--- config.mk ---
export PLATFORM = sky130hd
export DESIGN_NAME = dps_top
export DESIGN_NICKNAME = d
export VERILOG_FILES = /design/src/rtl/dps_pkg.sv /design/src/rtl/dps_top.sv
export SDC_FILE = /design/constraint.sdc
export NUM_CORES = 2
export LEC_CHECK = 0
export ABC_AREA = 1
export BUFFER_PORTS_ARGS = -buffer_cell sky130_fd_sc_hd__buf_2
export CORE_UTILIZATION = 50
export CTS_CLUSTER_SIZE = 8
export DETAILED_ROUTE_END_ITERATION = 8
export PLACE_DENSITY = 0.63
export SLEW_MARGIN = 0
export SYNTH_ARGS = -nofsm -noshare
export SYNTH_HDL_FRONTEND = slang
export SYNTH_SLANG_ARGS = --single-unit
--- constraint.sdc ---
create_clock -name sys_clk -period 47.2 [get_ports sys_clk]
set_clock_uncertainty 0.05 [all_clocks]
set_input_delay 9.44 -clock sys_clk [delete_from_list [all_inputs] [get_ports sys_clk]]
set_output_delay 9.44 -clock sys_clk [all_outputs]
set_load 0.02 [all_outputs]
--- src/rtl/dps_pkg.sv ---
/*
  constants for the drive protection supervisor: register offsets,
  reset values, field positions and timing counts.
  assumes a single 20 MHz control clock.
*/
package dps_pkg;
  localparam int CLK_HZ = 20000000;
  localparam logic [24:0] CLK_HZ_W = 25'(CLK_HZ);
  localparam int FAN_OFF_S = 30;
  localparam int FAN_OFF_CYCLES = FAN_OFF_S * CLK_HZ;
  localparam int PI_TICK_MS = 1;
  localparam int PI_TICK_CYCLES = PI_TICK_MS * (CLK_HZ / 1000);
  localparam logic [7:0] A_CL_MODE = 8'h00;
  localparam logic [7:0] A_CL_THR = 8'h04;
  localparam logic [7:0] A_CL_DROP = 8'h08;
  localparam logic [7:0] A_PL_EN = 8'h0C;
  localparam logic [7:0] A_UV_VKP = 8'h10;
  localparam logic [7:0] A_UV_VKI = 8'h14;
  localparam logic [7:0] A_UV_CKP = 8'h18;
  localparam logic [7:0] A_UV_CKI = 8'h1C;
  localparam logic [7:0] A_FAN_MODE = 8'h20;
  localparam logic [7:0] A_BRK_EN = 8'h24;
  localparam logic [7:0] A_BRK_THR = 8'h28;
  localparam logic [7:0] A_BRK_STOP = 8'h2C;
  localparam logic [7:0] A_STO_LOCK = 8'h30;
  localparam logic [7:0] A_STO_EN = 8'h34;
  localparam logic [7:0] A_ACC_RATE = 8'h38;
  localparam logic [7:0] A_LOW_LIM = 8'h3C;
  localparam logic [7:0] A_PL_VOLT = 8'h40;
  localparam logic [7:0] A_STATUS = 8'h44;
  localparam logic [7:0] A_OUT_FREQ = 8'h48;
  localparam logic [7:0] A_CTRL = 8'h4C;
  localparam logic [7:0] R_CL_MODE = 8'h01;
  localparam logic [15:0] R_CL_THR = 16'h0640;
  localparam logic [15:0] R_CL_DROP = 16'h03E8;
  localparam logic [15:0] R_UV_VKP = 16'h0014;
  localparam logic [15:0] R_UV_VKI = 16'h0005;
  localparam logic [15:0] R_UV_CKP = 16'h0014;
  localparam logic [15:0] R_UV_CKI = 16'h0014;
  localparam logic [15:0] R_BRK_THR = 16'h1B58;
  localparam logic [15:0] R_ACC_RATE = 16'h03E8;
  localparam logic [15:0] R_LOW_LIM = 16'h0000;
  localparam logic [15:0] R_PL_VOLT = 16'h1770;
  localparam logic [15:0] BRK_HYST = 16'h0064;
  localparam logic [7:0] FAN_HOT_C = 8'h32;
  localparam logic [15:0] RATE_MAX = 16'h1388;
  localparam int CLM_ACT_BIT = 0;
  localparam int CLM_NOALM_BIT = 4;
  localparam logic [1:0] FAN_ALWAYS = 2'h1;
  localparam logic [1:0] FAN_RAMP = 2'h2;
  localparam int ST_FAN = 0;
  localparam int ST_BRAKE = 1;
  localparam int ST_GATE = 2;
  localparam int ST_STO = 3;
  localparam int ST_HWALM = 4;
  localparam int ST_CLHOLD = 5;
  localparam int ST_CLDROP = 6;
  localparam int ST_PLACT = 7;
  localparam int CTRL_RESET_BIT = 0;
  typedef enum {CL_IDLE, CL_HOLD, CL_DROP} dps_cl_type;
endpackage

--- src/rtl/dps_top.sv ---
/*
  drive protection supervisor: current limit, power-loss frequency drop,
  fan control, dynamic braking and safe torque off, with a classic
  wishbone register slave. measurements and run state come from logic on
  sys_clk; mainsFail and stoRequest come from pins and are synchronised.
*/
// Notes on behaviour
// - accelerating and over current limit: hold output frequency.
// - constant speed and over current limit: reduce output frequency.
// - keep reducing at drop rate while over limit, not below lower limit.
// - current back under limit: resume normal acceleration to set frequency.
// - mode ones digit enables limiting; tens digit disables hardware alarm.
// - threshold in 0.1 percent of rated current, default 160.0 percent.
// - power loss enabled and mains lost: lower frequency to hold bus voltage.
// - power-loss regulator uses voltage and current proportional, integral gains.
// - any fan mode: fan runs when module temperature reaches 50 degrees.
// - fan mode 0: fan on while running, off 30 s after stop.
// - fan mode 1: fan always on while powered.
// - fan mode 2: on while running above zero ramp, off 30 s after.
// - braking and stop braking enabled: brake above threshold, running or not.
// - braking enabled, stop braking disabled: brake above threshold only running.
// - brake off when bus falls below threshold minus 10 V.
// - brake threshold in 0.1 V, default 700.0 V.
// - safe torque off active: remove all gate drive.
// - lock setting 0: alarm latched until explicit reset.
// - lock setting 1: alarm clears once input condition restores.
`timescale 1ns/100ps
module dps_top #(
  parameter int FAN_OFF_CYCLES = dps_pkg::FAN_OFF_CYCLES,
  parameter int PI_TICK_CYCLES = dps_pkg::PI_TICK_CYCLES
) (
  input wire logic sys_clk,
  input wire logic rst,
  input wire logic wb_cyc_i,
  input wire logic wb_stb_i,
  input wire logic wb_we_i,
  input wire logic [7:0] wb_adr_i,
  input wire logic [31:0] wb_dat_i,
  input wire logic [3:0] wb_sel_i,
  output logic [31:0] wb_dat_o,
  output logic wb_ack_o,
  input wire logic runCmd,
  input wire logic [15:0] setFreq,
  input wire logic [15:0] outCurrent,
  input wire logic [15:0] busVoltage,
  input wire logic [7:0] rectTemp,
  input wire logic [7:0] invTemp,
  input wire logic hwLimitEvent,
  input wire logic mainsFail,
  input wire logic stoRequest,
  output logic [15:0] outFreq,
  output logic fanOn,
  output logic brakeOn,
  output logic gateEnable,
  output logic stoAlarm,
  output logic hwLimitAlarm
);
  import dps_pkg::*;

  logic [7:0] clMode_q;
  logic [15:0] clThr_q;
  logic [15:0] clDrop_q;
  logic [15:0] vKp_q;
  logic [15:0] vKi_q;
  logic [15:0] cKp_q;
  logic [15:0] cKi_q;
  logic [15:0] brkThr_q;
  logic [15:0] accRate_q;
  logic [15:0] lowLim_q;
  logic [15:0] plVolt_q;
  logic plEn_q;
  logic brkEn_q;
  logic brkStop_q;
  logic stoLock_q;
  logic stoEn_q;
  logic [1:0] fanMode_q;
  logic ack_q;
  logic [31:0] rdat_q;
  logic alarmReset;
  logic [1:0] mainsSync_q;
  logic [1:0] stoSync_q;
  logic [15:0] freq_q;
  logic [24:0] acc_q;
  logic fan_q;
  logic brake_q;
  logic gate_q;
  logic sto_q;
  logic hwAlm_q;
  logic [31:0] fanCnt_q;
  logic [31:0] tick_q;
  logic [31:0] vInt_q;
  logic [31:0] cInt_q;
  logic plActive;
  dps_cl_type cl_q;

  function automatic logic [15:0] mrg(input logic [15:0] old, input logic [31:0] d,
                                      input logic [3:0] s);
    mrg = {s[1] ? d[15:8] : old[15:8], s[0] ? d[7:0] : old[7:0]};
  endfunction

  wire wbReq = wb_cyc_i & wb_stb_i & ~ack_q;
  wire wbWr = wbReq & wb_we_i;

  // bus answer: registered ack one cycle after the request, ack for every address
  always_ff @(posedge sys_clk)
    if (rst)
      ack_q <= 1'b0;
    else
      ack_q <= wbReq;

  always_ff @(posedge sys_clk)
    if (rst)
    begin
      clMode_q <= R_CL_MODE;
      clThr_q <= R_CL_THR;
      clDrop_q <= R_CL_DROP;
      plEn_q <= 1'b0;
      vKp_q <= R_UV_VKP;
      vKi_q <= R_UV_VKI;
      cKp_q <= R_UV_CKP;
      cKi_q <= R_UV_CKI;
      fanMode_q <= 2'h0;
      brkEn_q <= 1'b0;
      brkThr_q <= R_BRK_THR;
      brkStop_q <= 1'b0;
      stoLock_q <= 1'b0;
      stoEn_q <= 1'b0;
      accRate_q <= R_ACC_RATE;
      lowLim_q <= R_LOW_LIM;
      plVolt_q <= R_PL_VOLT;
    end
    else if (wbWr)
    begin
      case (wb_adr_i)
        A_CL_MODE: if (wb_sel_i[0]) clMode_q <= wb_dat_i[7:0];
        A_CL_THR: clThr_q <= mrg(clThr_q, wb_dat_i, wb_sel_i);
        A_CL_DROP: clDrop_q <= mrg(clDrop_q, wb_dat_i, wb_sel_i);
        A_PL_EN: if (wb_sel_i[0]) plEn_q <= wb_dat_i[0];
        A_UV_VKP: vKp_q <= mrg(vKp_q, wb_dat_i, wb_sel_i);
        A_UV_VKI: vKi_q <= mrg(vKi_q, wb_dat_i, wb_sel_i);
        A_UV_CKP: cKp_q <= mrg(cKp_q, wb_dat_i, wb_sel_i);
        A_UV_CKI: cKi_q <= mrg(cKi_q, wb_dat_i, wb_sel_i);
        A_FAN_MODE: if (wb_sel_i[0]) fanMode_q <= wb_dat_i[1:0];
        A_BRK_EN: if (wb_sel_i[0]) brkEn_q <= wb_dat_i[0];
        A_BRK_THR: brkThr_q <= mrg(brkThr_q, wb_dat_i, wb_sel_i);
        A_BRK_STOP: if (wb_sel_i[0]) brkStop_q <= wb_dat_i[0];
        A_STO_LOCK: if (wb_sel_i[0]) stoLock_q <= wb_dat_i[0];
        A_STO_EN: if (wb_sel_i[0]) stoEn_q <= wb_dat_i[0];
        A_ACC_RATE: accRate_q <= mrg(accRate_q, wb_dat_i, wb_sel_i);
        A_LOW_LIM: lowLim_q <= mrg(lowLim_q, wb_dat_i, wb_sel_i);
        A_PL_VOLT: plVolt_q <= mrg(plVolt_q, wb_dat_i, wb_sel_i);
        default: ;
      endcase
    end

  assign alarmReset = wbWr & (wb_adr_i == A_CTRL) & wb_sel_i[0] & wb_dat_i[CTRL_RESET_BIT];

  always_ff @(posedge sys_clk)
    if (rst)
      rdat_q <= 32'h0;
    else if (wbReq & ~wb_we_i)
    begin
      case (wb_adr_i)
        A_CL_MODE: rdat_q <= {24'h0, clMode_q};
        A_CL_THR: rdat_q <= {16'h0, clThr_q};
        A_CL_DROP: rdat_q <= {16'h0, clDrop_q};
        A_PL_EN: rdat_q <= {31'h0, plEn_q};
        A_UV_VKP: rdat_q <= {16'h0, vKp_q};
        A_UV_VKI: rdat_q <= {16'h0, vKi_q};
        A_UV_CKP: rdat_q <= {16'h0, cKp_q};
        A_UV_CKI: rdat_q <= {16'h0, cKi_q};
        A_FAN_MODE: rdat_q <= {30'h0, fanMode_q};
        A_BRK_EN: rdat_q <= {31'h0, brkEn_q};
        A_BRK_THR: rdat_q <= {16'h0, brkThr_q};
        A_BRK_STOP: rdat_q <= {31'h0, brkStop_q};
        A_STO_LOCK: rdat_q <= {31'h0, stoLock_q};
        A_STO_EN: rdat_q <= {31'h0, stoEn_q};
        A_ACC_RATE: rdat_q <= {16'h0, accRate_q};
        A_LOW_LIM: rdat_q <= {16'h0, lowLim_q};
        A_PL_VOLT: rdat_q <= {16'h0, plVolt_q};
        A_STATUS: rdat_q <= {24'h0, plActive, cl_q == CL_DROP, cl_q == CL_HOLD, hwAlm_q,
                             sto_q, gate_q, brake_q, fan_q};
        A_OUT_FREQ: rdat_q <= {16'h0, freq_q};
        default: rdat_q <= 32'h0;
      endcase
    end

  // pin inputs pass two flip-flops
  always_ff @(posedge sys_clk)
    if (rst)
    begin
      mainsSync_q <= 2'b00;
      stoSync_q <= 2'b00;
    end
    else
    begin
      mainsSync_q <= {mainsSync_q[0], mainsFail};
      stoSync_q <= {stoSync_q[0], stoRequest};
    end

  wire mainsLost = mainsSync_q[1];
  wire stoReq = stoSync_q[1] & stoEn_q;
  wire overLimit = outCurrent > clThr_q;
  wire clOn = clMode_q[CLM_ACT_BIT];

  // current-limit state
  always_ff @(posedge sys_clk)
    if (rst)
      cl_q <= CL_IDLE;
    else
    begin
      case (cl_q)
        CL_IDLE:
          if (clOn & runCmd & overLimit)
            cl_q <= (freq_q < setFreq) ? CL_HOLD : CL_DROP;
        CL_HOLD, CL_DROP:
          if (~overLimit | ~clOn | ~runCmd)
            cl_q <= CL_IDLE;
        default: cl_q <= CL_IDLE;
      endcase
    end

  // power-loss regulator, updated once per tick
  assign plActive = plEn_q & mainsLost & runCmd & gate_q;
  wire [15:0] vErr = (busVoltage < plVolt_q) ? 16'(plVolt_q - busVoltage) : 16'h0;
  wire [31:0] vOut = 32'((vKp_q * vErr + vInt_q) >> 8);
  wire [31:0] cOut = 32'(((cKp_q * vOut[15:0]) >> 4) + cInt_q);
  wire [15:0] plRate = (cOut[31:8] > 24'(RATE_MAX)) ? RATE_MAX : cOut[23:8];
  wire tick = tick_q == 32'h0;

  always_ff @(posedge sys_clk)
    if (rst)
      tick_q <= 32'h0;
    else
      tick_q <= tick ? 32'(PI_TICK_CYCLES - 1) : tick_q - 32'h1;

  always_ff @(posedge sys_clk)
    if (rst)
    begin
      vInt_q <= 32'h0;
      cInt_q <= 32'h0;
    end
    else if (~plActive | vErr == 16'h0)
    begin
      vInt_q <= 32'h0;
      cInt_q <= 32'h0;
    end
    else if (tick)
    begin
      vInt_q <= vInt_q[31:24] != 8'h0 ? vInt_q : vInt_q + vKi_q * vErr;
      cInt_q <= cInt_q[31:24] != 8'h0 ? cInt_q : cInt_q + ((cKi_q * vOut[15:0]) >> 8);
    end

  // frequency ramp: rate in 0.01 Hz/s, step of 0.01 Hz
  logic [15:0] rate, target;
  logic goUp, goDown;
  always_comb
  begin
    rate = accRate_q;
    target = runCmd ? setFreq : 16'h0;
    goUp = freq_q < target;
    goDown = freq_q > target;
    if (plActive)
    begin
      rate = plRate;
      target = 16'h0;
      goUp = 1'b0;
      goDown = vErr != 16'h0;
    end
    else if (cl_q == CL_HOLD)
    begin
      goUp = 1'b0;
      goDown = 1'b0;
    end
    else if (cl_q == CL_DROP)
    begin
      rate = clDrop_q;
      target = lowLim_q;
      goUp = 1'b0;
      goDown = freq_q > lowLim_q;
    end
  end

  wire [24:0] accSum = acc_q + 25'(rate);
  wire step = accSum >= CLK_HZ_W;

  always_ff @(posedge sys_clk)
    if (rst)
    begin
      acc_q <= 25'h0;
      freq_q <= 16'h0;
    end
    else if (~gate_q)
    begin
      acc_q <= 25'h0;
      freq_q <= 16'h0;
    end
    else if (goUp | goDown)
    begin
      acc_q <= step ? accSum - CLK_HZ_W : accSum;
      if (step)
        freq_q <= goUp ? freq_q + 16'h1 : freq_q - 16'h1;
    end
    else
      acc_q <= 25'h0;

  // fan control
  wire hot = (rectTemp >= FAN_HOT_C) | (invTemp >= FAN_HOT_C);
  wire fanRun = (fanMode_q == FAN_RAMP) ? (runCmd & freq_q != 16'h0) : runCmd;

  always_ff @(posedge sys_clk)
    if (rst)
      fanCnt_q <= 32'h0;
    else if (fanRun)
      fanCnt_q <= 32'(FAN_OFF_CYCLES);
    else if (fanCnt_q != 32'h0)
      fanCnt_q <= fanCnt_q - 32'h1;

  always_ff @(posedge sys_clk)
    if (rst)
      fan_q <= 1'b0;
    else
      fan_q <= hot | (fanMode_q == FAN_ALWAYS) | fanRun | (fanCnt_q > 32'h0);

  // braking transistor with hysteresis
  wire brkAllowed = brkEn_q & (brkStop_q | runCmd);
  always_ff @(posedge sys_clk)
    if (rst)
      brake_q <= 1'b0;
    else if (~brkAllowed)
      brake_q <= 1'b0;
    else if (busVoltage > brkThr_q)
      brake_q <= 1'b1;
    else if (busVoltage < brkThr_q - BRK_HYST)
      brake_q <= 1'b0;

  // safe torque off alarm
  always_ff @(posedge sys_clk)
    if (rst)
      sto_q <= 1'b0;
    else if (stoReq)
      sto_q <= 1'b1;
    else if (stoLock_q)
      sto_q <= 1'b0;
    else if (alarmReset)
      sto_q <= 1'b0;

  always_ff @(posedge sys_clk)
    if (rst)
      gate_q <= 1'b0;
    else
      gate_q <= ~stoReq & ~sto_q;

  // hardware current-limit alarm, set wins over reset
  always_ff @(posedge sys_clk)
    if (rst)
      hwAlm_q <= 1'b0;
    else if (hwLimitEvent & ~clMode_q[CLM_NOALM_BIT])
      hwAlm_q <= 1'b1;
    else if (alarmReset)
      hwAlm_q <= 1'b0;

  assign wb_ack_o = ack_q;
  assign wb_dat_o = rdat_q;
  assign outFreq = freq_q;
  assign fanOn = fan_q;
  assign brakeOn = brake_q;
  assign gateEnable = gate_q;
  assign stoAlarm = sto_q;
  assign hwLimitAlarm = hwAlm_q;
endmodule // dps_top

# Word level (Yosys, flattened, before mapping)
# Cells that the tools add are included.
# word_totals
reg_bits	418
output_inout_bits	54
elab_cells	221
in_bits	117
# op_classes
reduce_logical	51
muxes	29
n_addsub	12
n_eq_ne	27
bitwise	40
multipliers	4
n_lt_le_gt_ge	13
# op_table
operator	count
$pmux W16 S19	1
$mux W16	7
$mul A16 B16 Y32	3
$reduce_and A3 Y1	27
$eq A32 B2 Y1 const B	2
$eq A8 B6 Y1 const B	8
$gt A16 B16 Y1	4
$logic_not A32 Y1	2
$lt A16 B16 Y1	4
$mux W32	2
$pmux W32 S2	1
$sub A32 B1 Y32 const B	2
$mux W30	2
$add A28 B32 Y32	1
$add A32 B24 Y32	1
$add A32 B32 Y32	1
$eq A32 B1 Y1 const B	1
$eq A32 B3 Y1 const B	1
$eq A8 B5 Y1 const B	4
$eq A8 B7 Y1 const B	4
$gt A32 B1 Y1 const B	1
$reduce_bool A16 Y1	2
$reduce_bool A32 Y1	1
$add A25 B16 Y25	1
30 further kinds	93

# Depth between registers and ports, before layout
# logic_depth
depth_word	12
depth_mapped	117
depth_no_buf	111

# Worst setup path before layout
# OpenSTA, ideal clock, no wires.
# synth_timing
kind	input port to flip-flop
start	input busVoltage[0]
end	register acc_q[9]
path_slack_ns	21.699
arrival_ns	25.332
n_path_buf	6
cell_stages	94
setup_time_ns	0.119
required_ns	47.031
path_cell_list	ha_1 fa_1 inv_1 nand2_1 nand2_1 nand3_2 nand2_2 nand2_1 nand2_1 nand2_2 buf_6 inv_2 nand2_1 clkbuf_1 inv_1 clkbuf_1 nand2_1 fa_1 (+58 left out) fa_1 inv_1 nand3_1 nand2_1 nand2_1 nand2_1 nand2_1 nand2_1 nand4_1 nand2_1 inv_1 o21ai_1 nand2_1 nor2_1 nand3_2 buf_2 o21ai_0 a21oi_1
# synth_via
elab_chain_cells	12
elab_cells_between_ends	19
classes_between	5 x add/sub; 2 x mul; 3 x order compare; 5 x mux; 2 x bitwise; 2 x reduce/logical
# synth_rtl
element	line_no	rtl
start: declaration	dps_top.sv:45	input wire logic [15:0] busVoltage,
$sub A16 B16 Y16 / $lt A16 B16 Y1 (equally long branches)	dps_top.sv:225	wire [15:0] vErr = (busVoltage < plVolt_q) ? 16'(plVolt_q - busVoltage) : 16'h0;
$mux W16 (*)	dps_top.sv:225	
$mul A16 B16 Y24	dps_top.sv:226	wire [31:0] vOut = 32'((vKp_q * vErr + vInt_q) >> 8);
$add A24 B24 Y24	dps_top.sv:226	
$mul A16 B16 Y32	dps_top.sv:227	wire [31:0] cOut = 32'(((cKp_q * vOut[15:0]) >> 4) + cInt_q);
$add A28 B32 Y32	dps_top.sv:227	
$gt A24 B13 Y1	dps_top.sv:228	wire [15:0] plRate = (cOut[31:8] > 24'(RATE_MAX)) ? RATE_MAX : cOut[23:8];
$mux W16	dps_top.sv:228	
$mux W16	dps_top.sv:263	if (plActive)
$add A25 B16 Y25	dps_top.sv:284	wire [24:0] accSum = acc_q + 25'(rate);
$sub A25 B25 Y25 / $ge A25 B25 Y1 (equally long branches)	dps_top.sv:300, dps_top.sv:285	
$mux W25	dps_top.sv:300	acc_q <= step ? accSum - CLK_HZ_W : accSum;
end signal: assignment	dps_top.sv:300	
end: declaration	dps_top.sv:83	logic [24:0] acc_q;
# Mark *: on every way between the ends. The rest lies on a longest branch, timed or not.
# A chain may end at the register's enable or synchronous reset.

# Worst setup path in the final report
# layout_timing
start	input busVoltage[13]
end	register acc_q[11]
# The elaborated chain is that of the path after synthesis.

==> metrics <==
aggregate routed wire length 190 mm; final setup fails 0; maximum net fanout on the critical path 42; Hold/Removal Path Class reg -> reg; TritonCTS Buffers 56; sequential cell area 0.00745 mm^2; category of the worst setup path capture point flip-flop; synth cell count leaders 1691 x sky130_fd_sc_hd__nand2_1, 1681 x sky130_fd_sc_hd__inv_1, 818 x sky130_fd_sc_hd__nor2_1, 804 x sky130_fd_sc_hd__fa_1, 571 x sky130_fd_sc_hd__ha_1; post-route fraction of the period consumed by the critical path 63.1%; Slew Limit Headroom 9.72%; post-detailed-route DRC marker count 0; area enclosed by the die boundary 0.118 mm^2; Yosys top cell by area sky130_fd_sc_hd__fa_1; Final Non-Filler Cells 9568; placed instance count 9494; fin nets 9532; cell with the most instances after synthesis sky130_fd_sc_hd__nand2_1; critical path launch point type input pin; Die X-Extent 344 um; WHS 0.367 ns; highest clock frequency the design can meet 33.6 MHz; worst setup path category in -> reg; global-route usage over all layers 32.8%; count of vias placed by the detailed router 53.3k; overflow left after global routing 0; Distinct cells, synth 62; final weighted congestion in routability-driven placement 0.999; unrepaired setup endpoints after global routing no; cell types with the largest area share after synthesis sky130_fd_sc_hd__fa_1 28%, sky130_fd_sc_hd__dfxtp_1 13%, sky130_fd_sc_hd__ha_1 12%; share of flip-flops with an asynchronous set or reset after synthesis 0%; Yosys reg bits 372; cell area after technology mapping 0.0583 mm^2; number of nets with antenna violations after routing 0; post-layout instance area 0.0618 mm^2; cell with the largest stage delay on the worst path sky130_fd_sc_hd__clkinv_1; first-pass GRT wire length 298 mm; final-layout setup total negative slack 0 ns; number of buffers inserted for hold repair after clock tree synthesis 0; core area 0.115 mm^2; total power of the final layout 0.975 mW; register area share after synthesis 12.8%; number of fill cells 11.4k; clock insertion delay at the later pin of the skew report 0.70 ns; IR drop worst, VDD 0.0304 mV; post-detailed-route wirelength per cell 19.8 um; total number of yosys warnings 0; DRC violation total after the first TritonRoute iteration 4853; CTS tree yes; Slew Limit Fails 0; max incr delay on CP 0.75 ns; arrival time at the worst endpoint 30.28 ns; Cell Area, Placed 0.0602 mm^2; clock-pin slew reported for the worst setup and hold paths after clock tree synthesis 0.05 ns; row count 124; via count of the first global-routing pass 53.0k; largest buffer count on any clock path 3; multi-input logic area 0.0434 mm^2; max-cap viol count 0; fraction of layout cells with a size suffix above 1 4.22%; critical path data required time 47.71 ns; final hold violation count 0; number of optimization iterations in the first detailed-route pass 7; P_leak 30.5 nW; Crit path top cell by count sky130_fd_sc_hd__nand2_1; clk root buf sky130_fd_sc_hd__clkbuf_16; Tightest Pin Transition 1.34 ns; Power Density 15.8 mW/mm^2; clock sink count 372; post-CTS setup buffer count 0; total of cells resized after clock tree synthesis 0; Die H 344 um; number of antenna violations at the first check in global routing 8; syn_area_per_cell 7.25 um^2; post-synthesis to final-layout area growth 5.91%; EDFF count, synth 0; effective utilization at floorplan 50.7%; sum of net half-perimeters after detailed placement 152 mm; number of buffers inserted by port buffering 134; maximum number of pins on one net before global-route repair 89; Synth top area share 27.6%; outcome complete, no violations; routed vias/inst 5.57; H-Tree Depth 2; most frequently used flop master after synthesis sky130_fd_sc_hd__dfxtp_1; final critical-path required period 29.77 ns; Gate Count Post-Synth 8049; I/O pin count 171
## critical path: cells and delay by family
kind	cells	cell delay (ns)
buffers and inverters	19	3.25
adder cells (fa/ha/maj)	18	7.90
XOR/XNOR	1	0.23
AO/OA/AOI/OAI	11	2.38
AND/OR/NAND/NOR	41	6.98
## cells by family after synthesis
kind of cell               count (synthesis)  synth area share (%)
adders and majority gates               1375                  39.8
and+or+nand+nor                         3094                  21.7
AOI/OAI and AO/OA                       1062                  10.2
xor gates and xnor gates                 161                  2.42
buffers and inverters                   1984                  13.0
DFF                                      372                  12.8
other                                      1               0.00643
## per-stage QoR
step	util [%]	worst slack [ns]
2_1_floorplan	-	21.70
3_3_place_gp	52.4	17.28
3_5_place_dp	52.4	17.06
4_1_cts	53.7	17.77
5_1_grt	53.7	16.19
6_report	53.7	17.43
## final timing paths
check	startpoint	to	slack, ns	depth (start not counted)
min	stoSync_q[0]	stoSync_q[1]	0.37	2
max	busVoltage[13]	acc_q[11]	17.43	90
min reg2reg	stoSync_q[0]	stoSync_q[1]	0.37	2
max reg2reg	plVolt_q[0]	acc_q[11]	25.96	94
## report_power, final
part | switching [mW] | internal (mW) | leakage, nW
Clock | 0.166 | 0.213 | 0.757
Combinational | 0.175 | 0.0772 | 26.8
Sequential | 0.0135 | 0.330 | 3.01
Total | 0.354 | 0.621 | 30.5
## layer usage
layer | vias up | global-route usage (%) | part of all wire, %
li1 | 24800 | - | -
met1 | 25700 | 43.3 | 41
met2 | 2312 | 52.4 | 44
met3 | 418 | 6.82 | 9.8
met4 | 2 | 13.4 | 4.8
met5 | - | 0 | 0.0068
## state kept, by name, indices dropped and copies added, names as in the netlist, 2 cells and up
signal,cells
brkThr_q,16
fanCnt_q,32
clThr_q,16
acc_q,25
plVolt_q,16
clDrop_q,16
cl_q,2
accRate_q,16
fanMode_q,2
vKi_q,16
cInt_q,32
outFreq,16
cKp_q,16
vKp_q,16
clMode_q,8
wb_dat_o,16
lowLim_q,16
cKi_q,16
stoSync_q,2
vInt_q,32
tick_q,32
mainsSync_q,2
## area by class of cell
type	instances	area share (%)
multi-input cells	5708	70.2
flip-flops and latches	372	12.1
inverters	1711	10.4
well taps	1512	3.06
clock buffers	63	2.33
repair buffers	191	1.78
clock inverters	10	0.200
diodes	1	0.00405
## cell usage in the layout (no fill, tap or decap), types with 66 or more instances in the layout
cell type | netlist | routed
sky130_fd_sc_hd__nor2_1 | 818 | 817
sky130_fd_sc_hd__xnor2_1 | 66 | 66
sky130_fd_sc_hd__fa_1 | 804 | 804
sky130_fd_sc_hd__buf_2 | 23 | 134
sky130_fd_sc_hd__nand3_1 | 320 | 320
sky130_fd_sc_hd__nand4_1 | 67 | 67
sky130_fd_sc_hd__nand2_1 | 1691 | 1691
sky130_fd_sc_hd__nor3_1 | 73 | 73
sky130_fd_sc_hd__ha_1 | 571 | 571
sky130_fd_sc_hd__xor2_1 | 95 | 95
sky130_fd_sc_hd__inv_1 | 1681 | 1681
sky130_fd_sc_hd__dfxtp_1 | 372 | 372
sky130_fd_sc_hd__o21ai_0 | 286 | 286
sky130_fd_sc_hd__a21oi_1 | 524 | 524
(Power assumes the default switching activity.)
